**src/hw/cmi_pkg.sv**
```systemverilog
// Purpose: Shared types and constants for the CAN acceptance mask and interrupt flag block
// Assumes: 16-bit register port with word addresses; one core clock
// Notes: Mask and frame words share one 32-bit layout so filtering is a bitwise operation
package cmi_pkg;
   typedef logic [3:0] cmi_addr_t;
   typedef logic [15:0] cmi_data_t;
   typedef logic [31:0] cmi_word_t;
   typedef logic [4:0] cmi_code_t;

   // Register offsets
   localparam cmi_addr_t GLOBAL_MASK_BASE_OFS = 4'h0;
   localparam cmi_addr_t GLOBAL_MASK_EXT_OFS = 4'h1;
   localparam cmi_addr_t BUF14_MASK_BASE_OFS = 4'h2;
   localparam cmi_addr_t BUF14_MASK_EXT_OFS = 4'h3;
   localparam cmi_addr_t IRQ_ENABLE_OFS = 4'h4;
   localparam cmi_addr_t IRQ_PENDING_OFS = 4'h5;
   localparam cmi_addr_t IRQ_CLEAR_OFS = 4'h6;
   localparam cmi_addr_t IRQ_CODE_ENABLE_OFS = 4'h7;
   localparam cmi_addr_t NODE_STATUS_AND_CODE_OFS = 4'h8;

   localparam cmi_data_t REG_RESET = 16'h0000;
   localparam cmi_data_t READ_ZERO = 16'h0000;

   // Interrupt register layout: bit 15 error, bits 14..0 buffers
   localparam int NUM_BUF = 15;
   localparam int ERR_BIT = 15;
   localparam logic [3:0] BASIC_BUF = 4'he;

   // Word layout: [31:21] id 28..18, [20] rtr/srr, [19] ide, [18:1] id 17..0, [0] ext rtr
   localparam cmi_word_t STD_USED_BITS = 32'hfff8_0000;
   localparam cmi_word_t EXT_USED_BITS = 32'hffff_ffff;

   localparam cmi_code_t CODE_NONE = 5'h00;
   localparam cmi_code_t CODE_ERR = 5'h10;
   localparam logic CODE_REQ = 1'b1;

   typedef struct packed {
      logic valid;
      logic ext;
      logic [3:0] buf_sel;
      cmi_word_t rx_word;
      cmi_word_t stored_word;
   } cmi_frame_t;

   typedef struct packed {
      logic hit;
      logic valid;
      cmi_word_t merged_word;
   } cmi_accept_t;

   typedef struct packed {
      cmi_data_t gmask_base;
      cmi_data_t gmask_ext;
      cmi_data_t bmask_base;
      cmi_data_t bmask_ext;
      cmi_data_t irq_enable;
      cmi_data_t irq_pending;
      cmi_data_t irq_code_enable;
      cmi_data_t rdata;
      cmi_accept_t acc;
      logic irq;
      cmi_code_t code;
   } cmi_state_t;
endpackage

```
**src/hw/cmi_regs.sv**
```systemverilog
// Purpose: Acceptance masking, interrupt enable, pending, clear and code logic
// Assumes: Protocol engine and CPU port run on SYS_CLK; events are one-cycle pulses
// Notes: Notes on behaviour list follows
// Notes on behaviour
// - Mask 0 compares bit; 1 copies incoming bit
// - Extended frames use every global mask bit
// - Standard frames use mask 28..18, RTR, IDE
// - Global mask split into base and extended halves
// - Basic mask replaces global mask for buffer 14
// - Basic mask 0 compares, 1 overwrites stored bit
// - Extended frames use every basic mask bit
// - Standard frames use basic 28..18, RTR, IDE
// - Error enable gates error interrupt
// - Enable bit n gates buffer n interrupt
// - Buffer transfer sets pending bit n
// - Error counter status change sets error pending
// - Clear write ones reset buffer pending bits
// - Clear bit 15 resets error pending
// - Code enable n admits buffer n to code
// - Code enable 15 admits error to code
// - Code shows highest pending enabled source
`timescale 1ns/100ps

module cmi_regs (
   input wire logic SYS_CLK,
   input wire logic RST_B,
   input wire cmi_pkg::cmi_addr_t ADDR,
   input wire cmi_pkg::cmi_data_t WDATA,
   input wire logic WR,
   input wire logic RD,
   output cmi_pkg::cmi_data_t RDATA,
   input wire cmi_pkg::cmi_frame_t FRAME,
   output cmi_pkg::cmi_accept_t ACCEPT,
   input wire logic [14:0] BUF_EVT,
   input wire logic ERR_STAT_CHG,
   output logic IRQ,
   output cmi_pkg::cmi_code_t INT_CODE
);
   import cmi_pkg::*;

   cmi_state_t st_r;
   cmi_state_t st_nxt;

   // Bits a frame type actually uses; unused bits neither compare nor copy
   function automatic cmi_word_t used_bits(input logic ext);
      used_bits = ext ? EXT_USED_BITS : STD_USED_BITS;
   endfunction

   function automatic logic id_hit(input cmi_frame_t f, input cmi_word_t mask);
      cmi_word_t care;
      care = ~mask & used_bits(f.ext);
      id_hit = ((f.rx_word ^ f.stored_word) & care) == '0;
   endfunction

   function automatic cmi_word_t id_merge(input cmi_frame_t f, input cmi_word_t mask);
      cmi_word_t dc;
      dc = mask & used_bits(f.ext);
      id_merge = (f.rx_word & dc) | (f.stored_word & ~dc);
   endfunction

   // Error first, then buffer 0 upward; buffer n codes as CODE_REQ with n+1 in the low four bits
   function automatic cmi_code_t irq_code(input cmi_data_t req);
      irq_code = CODE_NONE;
      if (req[ERR_BIT]) begin
         irq_code = CODE_ERR;
      end else begin
         for (int n = NUM_BUF - 1; n >= 0; n--) begin
            if (req[n]) begin
               irq_code = {CODE_REQ, 4'(n + 1)};
            end
         end
      end
   endfunction

   cmi_word_t gmask_word;
   cmi_word_t bmask_word;
   cmi_word_t sel_mask;
   cmi_data_t set_vec;
   cmi_data_t clr_vec;

   // Two 16-bit halves form the 32-bit mask word
   assign gmask_word = {st_r.gmask_base, st_r.gmask_ext};
   assign bmask_word = {st_r.bmask_base, st_r.bmask_ext};
   assign sel_mask = (FRAME.buf_sel == BASIC_BUF) ? bmask_word : gmask_word;
   assign set_vec = {ERR_STAT_CHG, BUF_EVT};
   assign clr_vec = (WR && ADDR == IRQ_CLEAR_OFS) ? WDATA : READ_ZERO;

   always_comb begin
      st_nxt = st_r;
      if (WR) begin
         if (ADDR == GLOBAL_MASK_BASE_OFS) begin
            st_nxt.gmask_base = WDATA;
         end else if (ADDR == GLOBAL_MASK_EXT_OFS) begin
            st_nxt.gmask_ext = WDATA;
         end else if (ADDR == BUF14_MASK_BASE_OFS) begin
            st_nxt.bmask_base = WDATA;
         end else if (ADDR == BUF14_MASK_EXT_OFS) begin
            st_nxt.bmask_ext = WDATA;
         end else if (ADDR == IRQ_ENABLE_OFS) begin
            st_nxt.irq_enable = WDATA;
         end else if (ADDR == IRQ_CODE_ENABLE_OFS) begin
            st_nxt.irq_code_enable = WDATA;
         end
      end
      // Error pending stays until software clears it
      st_nxt.irq_pending = (st_r.irq_pending & ~clr_vec) | set_vec;
      // Request and code follow the pending word the same cycle it updates
      st_nxt.irq = |(st_nxt.irq_pending & st_nxt.irq_enable);
      st_nxt.code = irq_code(st_nxt.irq_pending & st_nxt.irq_code_enable);
      st_nxt.acc.valid = FRAME.valid;
      st_nxt.acc.hit = FRAME.valid && id_hit(FRAME, sel_mask);
      st_nxt.acc.merged_word = id_merge(FRAME, sel_mask);
      st_nxt.rdata = READ_ZERO;
      if (RD) begin
         if (ADDR == GLOBAL_MASK_BASE_OFS) begin
            st_nxt.rdata = st_r.gmask_base;
         end else if (ADDR == GLOBAL_MASK_EXT_OFS) begin
            st_nxt.rdata = st_r.gmask_ext;
         end else if (ADDR == BUF14_MASK_BASE_OFS) begin
            st_nxt.rdata = st_r.bmask_base;
         end else if (ADDR == BUF14_MASK_EXT_OFS) begin
            st_nxt.rdata = st_r.bmask_ext;
         end else if (ADDR == IRQ_ENABLE_OFS) begin
            st_nxt.rdata = st_r.irq_enable;
         end else if (ADDR == IRQ_PENDING_OFS) begin
            st_nxt.rdata = st_r.irq_pending;
         end else if (ADDR == IRQ_CODE_ENABLE_OFS) begin
            st_nxt.rdata = st_r.irq_code_enable;
         end else if (ADDR == NODE_STATUS_AND_CODE_OFS) begin
            st_nxt.rdata = {11'h000, st_r.code};
         end
      end
   end

   always_ff @(posedge SYS_CLK) begin
      if (!RST_B) begin
         st_r <= '0;
      end else begin
         st_r <= st_nxt;
      end
   end

   assign RDATA = st_r.rdata;
   assign ACCEPT = st_r.acc;
   assign IRQ = st_r.irq;
   assign INT_CODE = st_r.code;
endmodule

```
**config.mk**
```make
export PLATFORM = sky130hd
export DESIGN_NAME = cmi_regs
export DESIGN_NICKNAME = d
export VERILOG_FILES = /design/src/hw/cmi_pkg.sv /design/src/hw/cmi_regs.sv
export SDC_FILE = /design/constraint.sdc
export NUM_CORES = 1
export LEC_CHECK = 0
export BUFFER_PORTS_ARGS = -buffer_cell sky130_fd_sc_hd__buf_2
export CAP_MARGIN = 10
export CORE_AREA = 5 5 138 239
export CTS_CLUSTER_DIAMETER = 150
export DETAILED_ROUTE_END_ITERATION = 16
export DIE_AREA = 0 0 143 244
export PLACE_DENSITY_LB_ADDON = 0.15
export RECOVER_POWER = 50
export SETUP_SLACK_MARGIN = 0.4
export SLEW_MARGIN = 20
export SYNTH_ARGS = -nofsm -noshare
export SYNTH_HDL_FRONTEND = slang
export SYNTH_SLANG_ARGS = --single-unit
```
**constraint.sdc**
```tcl
create_clock -name SYS_CLK -period 4.9 [get_ports SYS_CLK]
set_clock_uncertainty 0.05 [all_clocks]
set_input_delay 0.735 -clock SYS_CLK [delete_from_list [all_inputs] [get_ports SYS_CLK]]
set_output_delay 0.735 -clock SYS_CLK [all_outputs]
set_load 0.005 [all_outputs]
```
## Word level (Yosys, flattened, before mapping)

Index checks and enable logic that the tools add are counted.

- Equal/unequal tests: 9
- Bitwise gates (word level): 18
- Muxes and demuxes: 40
- Reduce and logical (&&, ||, !) cells: 14

Operators by type and width:

| cell | number |
|---|---|
| 2-to-1 mux 16 bit | 21 |
| bitwise AND 32 bit | 5 |
| 2-to-1 mux 5 bit | 17 |
| NOT 32 bit | 2 |
| bitwise AND 16 bit | 3 |
| logical NOT 32 bit | 1 |
| 2-to-1 mux 32 bit | 1 |
| bitwise OR 32 bit | 1 |
| bitwise XOR 32 bit | 1 |
| 2-to-1 mux 19 bit | 1 |
| equality test 4 x 3 -> 1 bit (second input constant) | 4 |
| NOT 16 bit | 1 |
| bitwise OR 16 bit | 1 |
| OR reduction 16 bit | 1 |
| OR reduction 9 bit | 1 |
| equality test 4 x 2 -> 1 bit (second input constant) | 2 |
| equality test 4 bit (second input constant) | 2 |
| AND reduction 5 bit | 1 |
| OR reduction 5 bit | 1 |
| equality test 4 x 1 -> 1 bit (second input constant) | 1 |
| logical NOT 4 bit | 1 |
| NOT 1 bit | 4 |
| AND reduction 2 bit | 2 |
| AND reduction 4 bit | 1 |
| other kinds (4) | 5 |

- Register bits: 168

## Longest topological paths before layout

- Word-level depth: 25
- Gate-level depth with buffers: 9
- Gate-level depth less buffers: 6

## Worst setup path before layout

Ideal clock, no wire load.

- Path type: input port to flip-flop
- Start: in WR
- End: reg st_r, in the netlist INT_CODE[4]
- Path slack: 2422 ps
- Library setup time: 125 ps
- Cell stages on the path: 7
- Data required time: 4725 ps
- Buffers on the path: 1
- Arrival time: 2303 ps
- Path through: buf_2 > nand4b_4 > or4_4 > o211a_2 > nor4b_4 > nand2_1 > o41a_1

- Word-level cells in the longest chain between the ends: 22
- Elaborated cells between the ends (all ways): 23
- Classes of those cells: 18 x mux; 4 x bitwise; 1 x reduce/logical

Ends and longest elaborated chain:

| element | RTL line | text |
|---|---|---|
| start, declared | cmi_regs.sv:29 | `input wire logic WR,` |
| logical AND 1 bit | cmi_regs.sv:86 | `assign clr_vec = (WR && ADDR == IRQ_CLEAR_OFS) ? WDATA : READ_ZERO;` |
| 2-to-1 mux 16 bit | cmi_regs.sv:86 |  |
| NOT 16 bit | cmi_regs.sv:106 | `st_nxt.irq_pending = (st_r.irq_pending & ~clr_vec) \| set_vec;` |
| bitwise AND 16 bit | cmi_regs.sv:106 |  |
| bitwise OR 16 bit | cmi_regs.sv:106 |  |
| bitwise AND 16 bit (*) | cmi_regs.sv:109 | `st_nxt.code = irq_code(st_nxt.irq_pending & st_nxt.irq_code_enable);` |
| 2-to-1 mux 5 bit (15 in series) | cmi_regs.sv:68 | `if (req[n]) begin` |
| 2-to-1 mux 5 bit (*) | cmi_regs.sv:64 | `if (req[ERR_BIT]) begin` |
| end signal, assigned | cmi_regs.sv:139 | `st_r <= st_nxt;` |
| end, declared | cmi_regs.sv:41 | `cmi_state_t st_r;` |

Mark *: on every way between the ends. The rest lies on a longest branch, timed or not.
A chain may end at the register's enable or synchronous reset.

## Final worst setup path

- Start: in ADDR[1]
- End: reg st_r, in the netlist INT_CODE[4]

- Word-level cells in the longest chain between the ends: 25
- Elaborated cells between the ends (all ways): 36
- Classes of those cells: 6 x eq/ne; 24 x mux; 4 x bitwise; 2 x reduce/logical

Ends and longest elaborated chain:

| element | RTL line | text |
|---|---|---|
| start, declared | cmi_regs.sv:27 | `input wire cmi_pkg::cmi_addr_t ADDR,` |
| equality test 4 x 3 -> 1 bit | cmi_regs.sv:101 | `end else if (ADDR == IRQ_CODE_ENABLE_OFS) begin` |
| 2-to-1 mux 16 bit | cmi_regs.sv:101 |  |
| 2-to-1 mux 16 bit | cmi_regs.sv:99 | `end else if (ADDR == IRQ_ENABLE_OFS) begin` |
| 2-to-1 mux 16 bit | cmi_regs.sv:97 | `end else if (ADDR == BUF14_MASK_EXT_OFS) begin` |
| 2-to-1 mux 16 bit | cmi_regs.sv:95 | `end else if (ADDR == BUF14_MASK_BASE_OFS) begin` |
| 2-to-1 mux 16 bit | cmi_regs.sv:93 | `end else if (ADDR == GLOBAL_MASK_EXT_OFS) begin` |
| 2-to-1 mux 16 bit | cmi_regs.sv:91 | `if (ADDR == GLOBAL_MASK_BASE_OFS) begin` |
| 2-to-1 mux 16 bit | cmi_regs.sv:90 | `if (WR) begin` |
| bitwise AND 16 bit (*) | cmi_regs.sv:109 |  |
| 2-to-1 mux 5 bit (15 in series) | cmi_regs.sv:68 |  |
| 2-to-1 mux 5 bit (*) | cmi_regs.sv:64 |  |

Marked as above.

==> impl_metrics.xml <==
<?xml version="1.0" encoding="UTF-8"?>
<metrics>
  <group name="layout">
    <metric name="area_growth_syn_to_layout" unit="%">14.3</metric>
    <metric name="num-nets-final" unit="">1247</metric>
    <metric name="n_antenna_cell" unit="">0</metric>
    <metric name="fraction_of_layout_cells_with_a_size_suffix_above_1" unit="%">16.0</metric>
    <metric name="fin_cells" unit="">1541</metric>
    <metric name="final_core_utilization" unit="%">33.8</metric>
  </group>
  <group name="cts">
    <metric name="post_cts_resize_count" unit="">0</metric>
    <metric name="holdBufCountCts" unit="">0</metric>
    <metric name="post_cts.repair.setup_buffers" unit="">0</metric>
    <metric name="clock_insertion_delay_worst_skew" unit="ns">0.46</metric>
    <metric name="cts_buffer_count" unit="">17</metric>
    <metric name="cts_root_buf" unit="">clkbuf_16</metric>
    <metric name="htree_num_levels" unit="">4</metric>
    <metric name="cts_tree" unit="">yes</metric>
    <metric name="path_clk_slew" unit="ns">0.06</metric>
    <metric name="clock_sinks" unit="">168</metric>
    <metric name="ctsLongestPathBuffers" unit="">2</metric>
  </group>
  <group name="placement">
    <metric name="io_buffers" unit="">165</metric>
    <metric name="routabilityCongestion" unit="">0.893</metric>
    <metric name="post-place-cells" unit="">1509</metric>
    <metric name="place.detailed.hpwl" unit="um">25100</metric>
  </group>
  <group name="synthesis">
    <metric name="synthesis.instances" unit="">1072</metric>
    <metric name="synth_compound_area_share" unit="%">17.8</metric>
    <metric name="synthDominantCellAreaShare" unit="%">37.0</metric>
    <metric name="synth_simple_gate_area_share" unit="%">20.1</metric>
    <metric name="post_synth.cell_area_avg" unit="um^2">8.47</metric>
    <metric name="synthXorXnorAreaFrac" unit="%">3.08</metric>
    <metric name="yosys.area_share.adder" unit="%">0</metric>
    <metric name="synthesis.area" unit="um^2">9080</metric>
    <metric name="synth_top_family_by_area" unit="">simple AND/OR/NAND/NOR gates</metric>
    <metric name="ys_warn_count" unit="">0</metric>
    <metric name="synth.yosys.seq_area_share" unit="%">37.0</metric>
    <metric name="ys_ff_latch" unit="">168</metric>
    <metric name="synthDominantAreaCellType" unit="">dfxtp_1</metric>
    <metric name="yosys.cell_types.count" unit="">56</metric>
    <metric name="yosysMostFrequentCell" unit="">dfxtp_1</metric>
    <metric name="synthMuxAreaShare" unit="%">12.9</metric>
    <metric name="synth_flop_type" unit="">dfxtp_1</metric>
    <metric name="async_reset_ff_share" unit="%">0</metric>
    <metric name="synth_edf_count" unit="">0</metric>
    <metric name="synth_nets" unit="">1182</metric>
    <metric name="top_cells_by_area_in_the_synthesized_netlist" unit="">dfxtp_1, mux2i_1, nor2b_1</metric>
    <metric name="synth_commonest_cells" unit="">dfxtp_1, nand2_1, mux2i_1</metric>
  </group>
  <group name="die">
    <metric name="io-pin-count" unit="">166</metric>
    <metric name="number_of_placement_rows" unit="">85</metric>
    <metric name="placeableCoreArea" unit="um^2">30700</metric>
    <metric name="die_width" unit="um">143</metric>
    <metric name="dieHeight" unit="um">244</metric>
    <metric name="floorplan.die_area" unit="um^2">34900</metric>
    <metric name="initial_cell_density_of_the_core" unit="%">29.6</metric>
  </group>
  <group name="routing">
    <metric name="drc" unit="">0</metric>
    <metric name="detailroute.via_count" unit="">7746</metric>
    <metric name="ant_nets" unit="">0</metric>
    <metric name="drtIter0Drc" unit="">551</metric>
    <metric name="finalWirelength" unit="um">33100</metric>
    <metric name="post_drt_wl_per_cell" unit="um">21.5</metric>
    <metric name="via_density" unit="">5.03</metric>
    <metric name="detailedRoute.firstPassIterationCount" unit="">5</metric>
  </group>
  <group name="worst_setup_path">
    <metric name="critPathMaxFanout" unit="">39</metric>
    <metric name="crit_path_start_kind" unit="">primary input</metric>
    <metric name="critical_setup_path_kind" unit="">in -&gt; reg</metric>
    <metric name="r2r_start" unit="">st_r[73]$_SDFF_PN0_</metric>
    <metric name="cp_data_required_time" unit="ns">5.19</metric>
    <metric name="crit_start" unit="">ADDR[1]</metric>
    <metric name="timing.critical_path.to_type" unit="">register</metric>
    <metric name="critical_path_arrival" unit="ns">3.70</metric>
  </group>
  <group name="hold_path">
    <metric name="hold_path_startpoint" unit="">gmask_word[5]$_SDFFE_PN0P_</metric>
    <metric name="hold_class" unit="">reg -&gt; reg</metric>
  </group>
  <group name="timing">
    <metric name="final-hold-violation-count" unit="">0</metric>
    <metric name="final_period_util" unit="%">69.7</metric>
    <metric name="rsz0062_at_grt" unit="">no</metric>
    <metric name="finalSetupTns" unit="ns">0</metric>
    <metric name="setup_viol" unit="">0</metric>
    <metric name="final_period_minus_worst_setup_slack" unit="ns">3.41</metric>
    <metric name="max_freq" unit="MHz">293</metric>
    <metric name="final-max-slew-violation-count" unit="">60</metric>
    <metric name="max-slew-margin-rel" unit="%">-49.0</metric>
    <metric name="tightest_slew" unit="ns">2.23</metric>
  </group>
  <group name="global_routing">
    <metric name="number_of_global_route_vias_before_repair" unit="">7824</metric>
    <metric name="gr-total-overflow" unit="">0</metric>
    <metric name="grt_first_pass_wirelength" unit="um">49300</metric>
    <metric name="initial_antenna_violation_count" unit="">0</metric>
    <metric name="pin_count_of_the_biggest_net_entering_global_routing" unit="">93</metric>
    <metric name="groute.usage.overall" unit="%">18.9</metric>
  </group>
  <group name="outcome">
    <metric name="failed_checks" unit="">max-capacitance violations, max-slew violations</metric>
    <metric name="status" unit="">finished with violations</metric>
  </group>
  <group name="flow_run">
    <metric name="drv.max_cap_violation_count" unit="">1</metric>
  </group>
  <group name="pwr">
    <metric name="power.ir.vdd_worst" unit="V">0.000234</metric>
    <metric name="cellPowerDensity" unit="nW/um^2">324</metric>
    <metric name="power.leakage" unit="nW">4.39</metric>
  </group>
</metrics>
[flip-flops by register name (all words and copies together), names as in the netlist]
signal / flops
ACCEPT: 34
INT_CODE: 5
IRQ: 1
RDATA: 16
bmask_word: 32
gmask_word: 32
st_r: 48
[critical path, cell delays in order]
cell and delay [ns]:
buf_2 0.57, and4b_1 0.31, clkbuf_1 0.83, a31oi_1 0.25, o211a_2 0.20, nor4b_4 0.24, nand2_1 0.11, o41a_1 0.42
[per-layer routing]
layer  up-vias  global-route usage [%]  routed length, um
li1       3779                       -                  -
met1      3661                    20.1              12100
met2       242                    35.6              18200
met3        64                    3.17               1450
met4         0                    8.79               1300
met5         -                       0                  0
[kinds of logic (layout without fill, tap and decap cells)]
group | after synthesis | in the layout
buffers and inverters | 152 | 230
and+or+nand+nor | 356 | 356
AOI/OAI and AO/OA | 247 | 247
DFF | 168 | 168
muxes | 117 | 117
xor gates and xnor gates | 32 | 32
[cell type report]
class / instances / area, um^2
timing repair buffer: 179 / 890
multi-input combinational: 752 / 4900
sequential: 168 / 3360
tap: 391 / 489
fill: 3318 / 20400
inverter: 19 / 71.3
clock buffer: 19 / 453
clock inverter: 13 / 218
[layout by cell type, fill, tap and decap left out, drive strengths merged, types with 32 or more instances in the layout]
cell / synthesis / routed
o21ai: 35 / 35
buf: 85 / 140
nor2: 48 / 48
dfxtp: 168 / 168
nor2b: 100 / 100
a21boi: 49 / 49
clkbuf: 48 / 58
a21oi: 65 / 65
xor2: 32 / 32
mux2i: 117 / 117
nand2: 124 / 124
[report_power, final]
| part | switching [mW] | internal (mW) | leakage (nW) |
|---|---|---|---|
| logic | 0.227 | 0.150 | 2.70 |
| registers | 0.0300 | 1.41 | 1.37 |
| clock network | 0.614 | 0.938 | 0.320 |
[path summary, 6_finish.rpt]
check	to	slack [ns]	cells past startpoint
worst max-delay path	INT_CODE[4]$_SDFF_PN0_	1.49	8
worst min-delay path	gmask_word[5]$_SDFFE_PN0P_	0.43	2
worst max register to register	RDATA[1]$_SDFF_PN0_	2.93	6
worst min register to register	gmask_word[5]$_SDFFE_PN0P_	0.43	2
[per-stage QoR]
step / power (mW) / instance area, um^2 / hold WS [ns] / setup slack (ns)
floorplan: 1.70 / 9080 / 0.397 / 2.42
global placement: 1.85 / 9770 / 0.406 / 1.38
detailed placement: 1.85 / 9770 / 0.418 / 1.34
CTS: 3.42 / 10400 / 0.428 / 1.83
global route: 3.50 / 10400 / 0.464 / 1.21
finish: 3.37 / 10400 / 0.432 / 1.49
No activity file was read; power rests on OpenSTA's default activity.
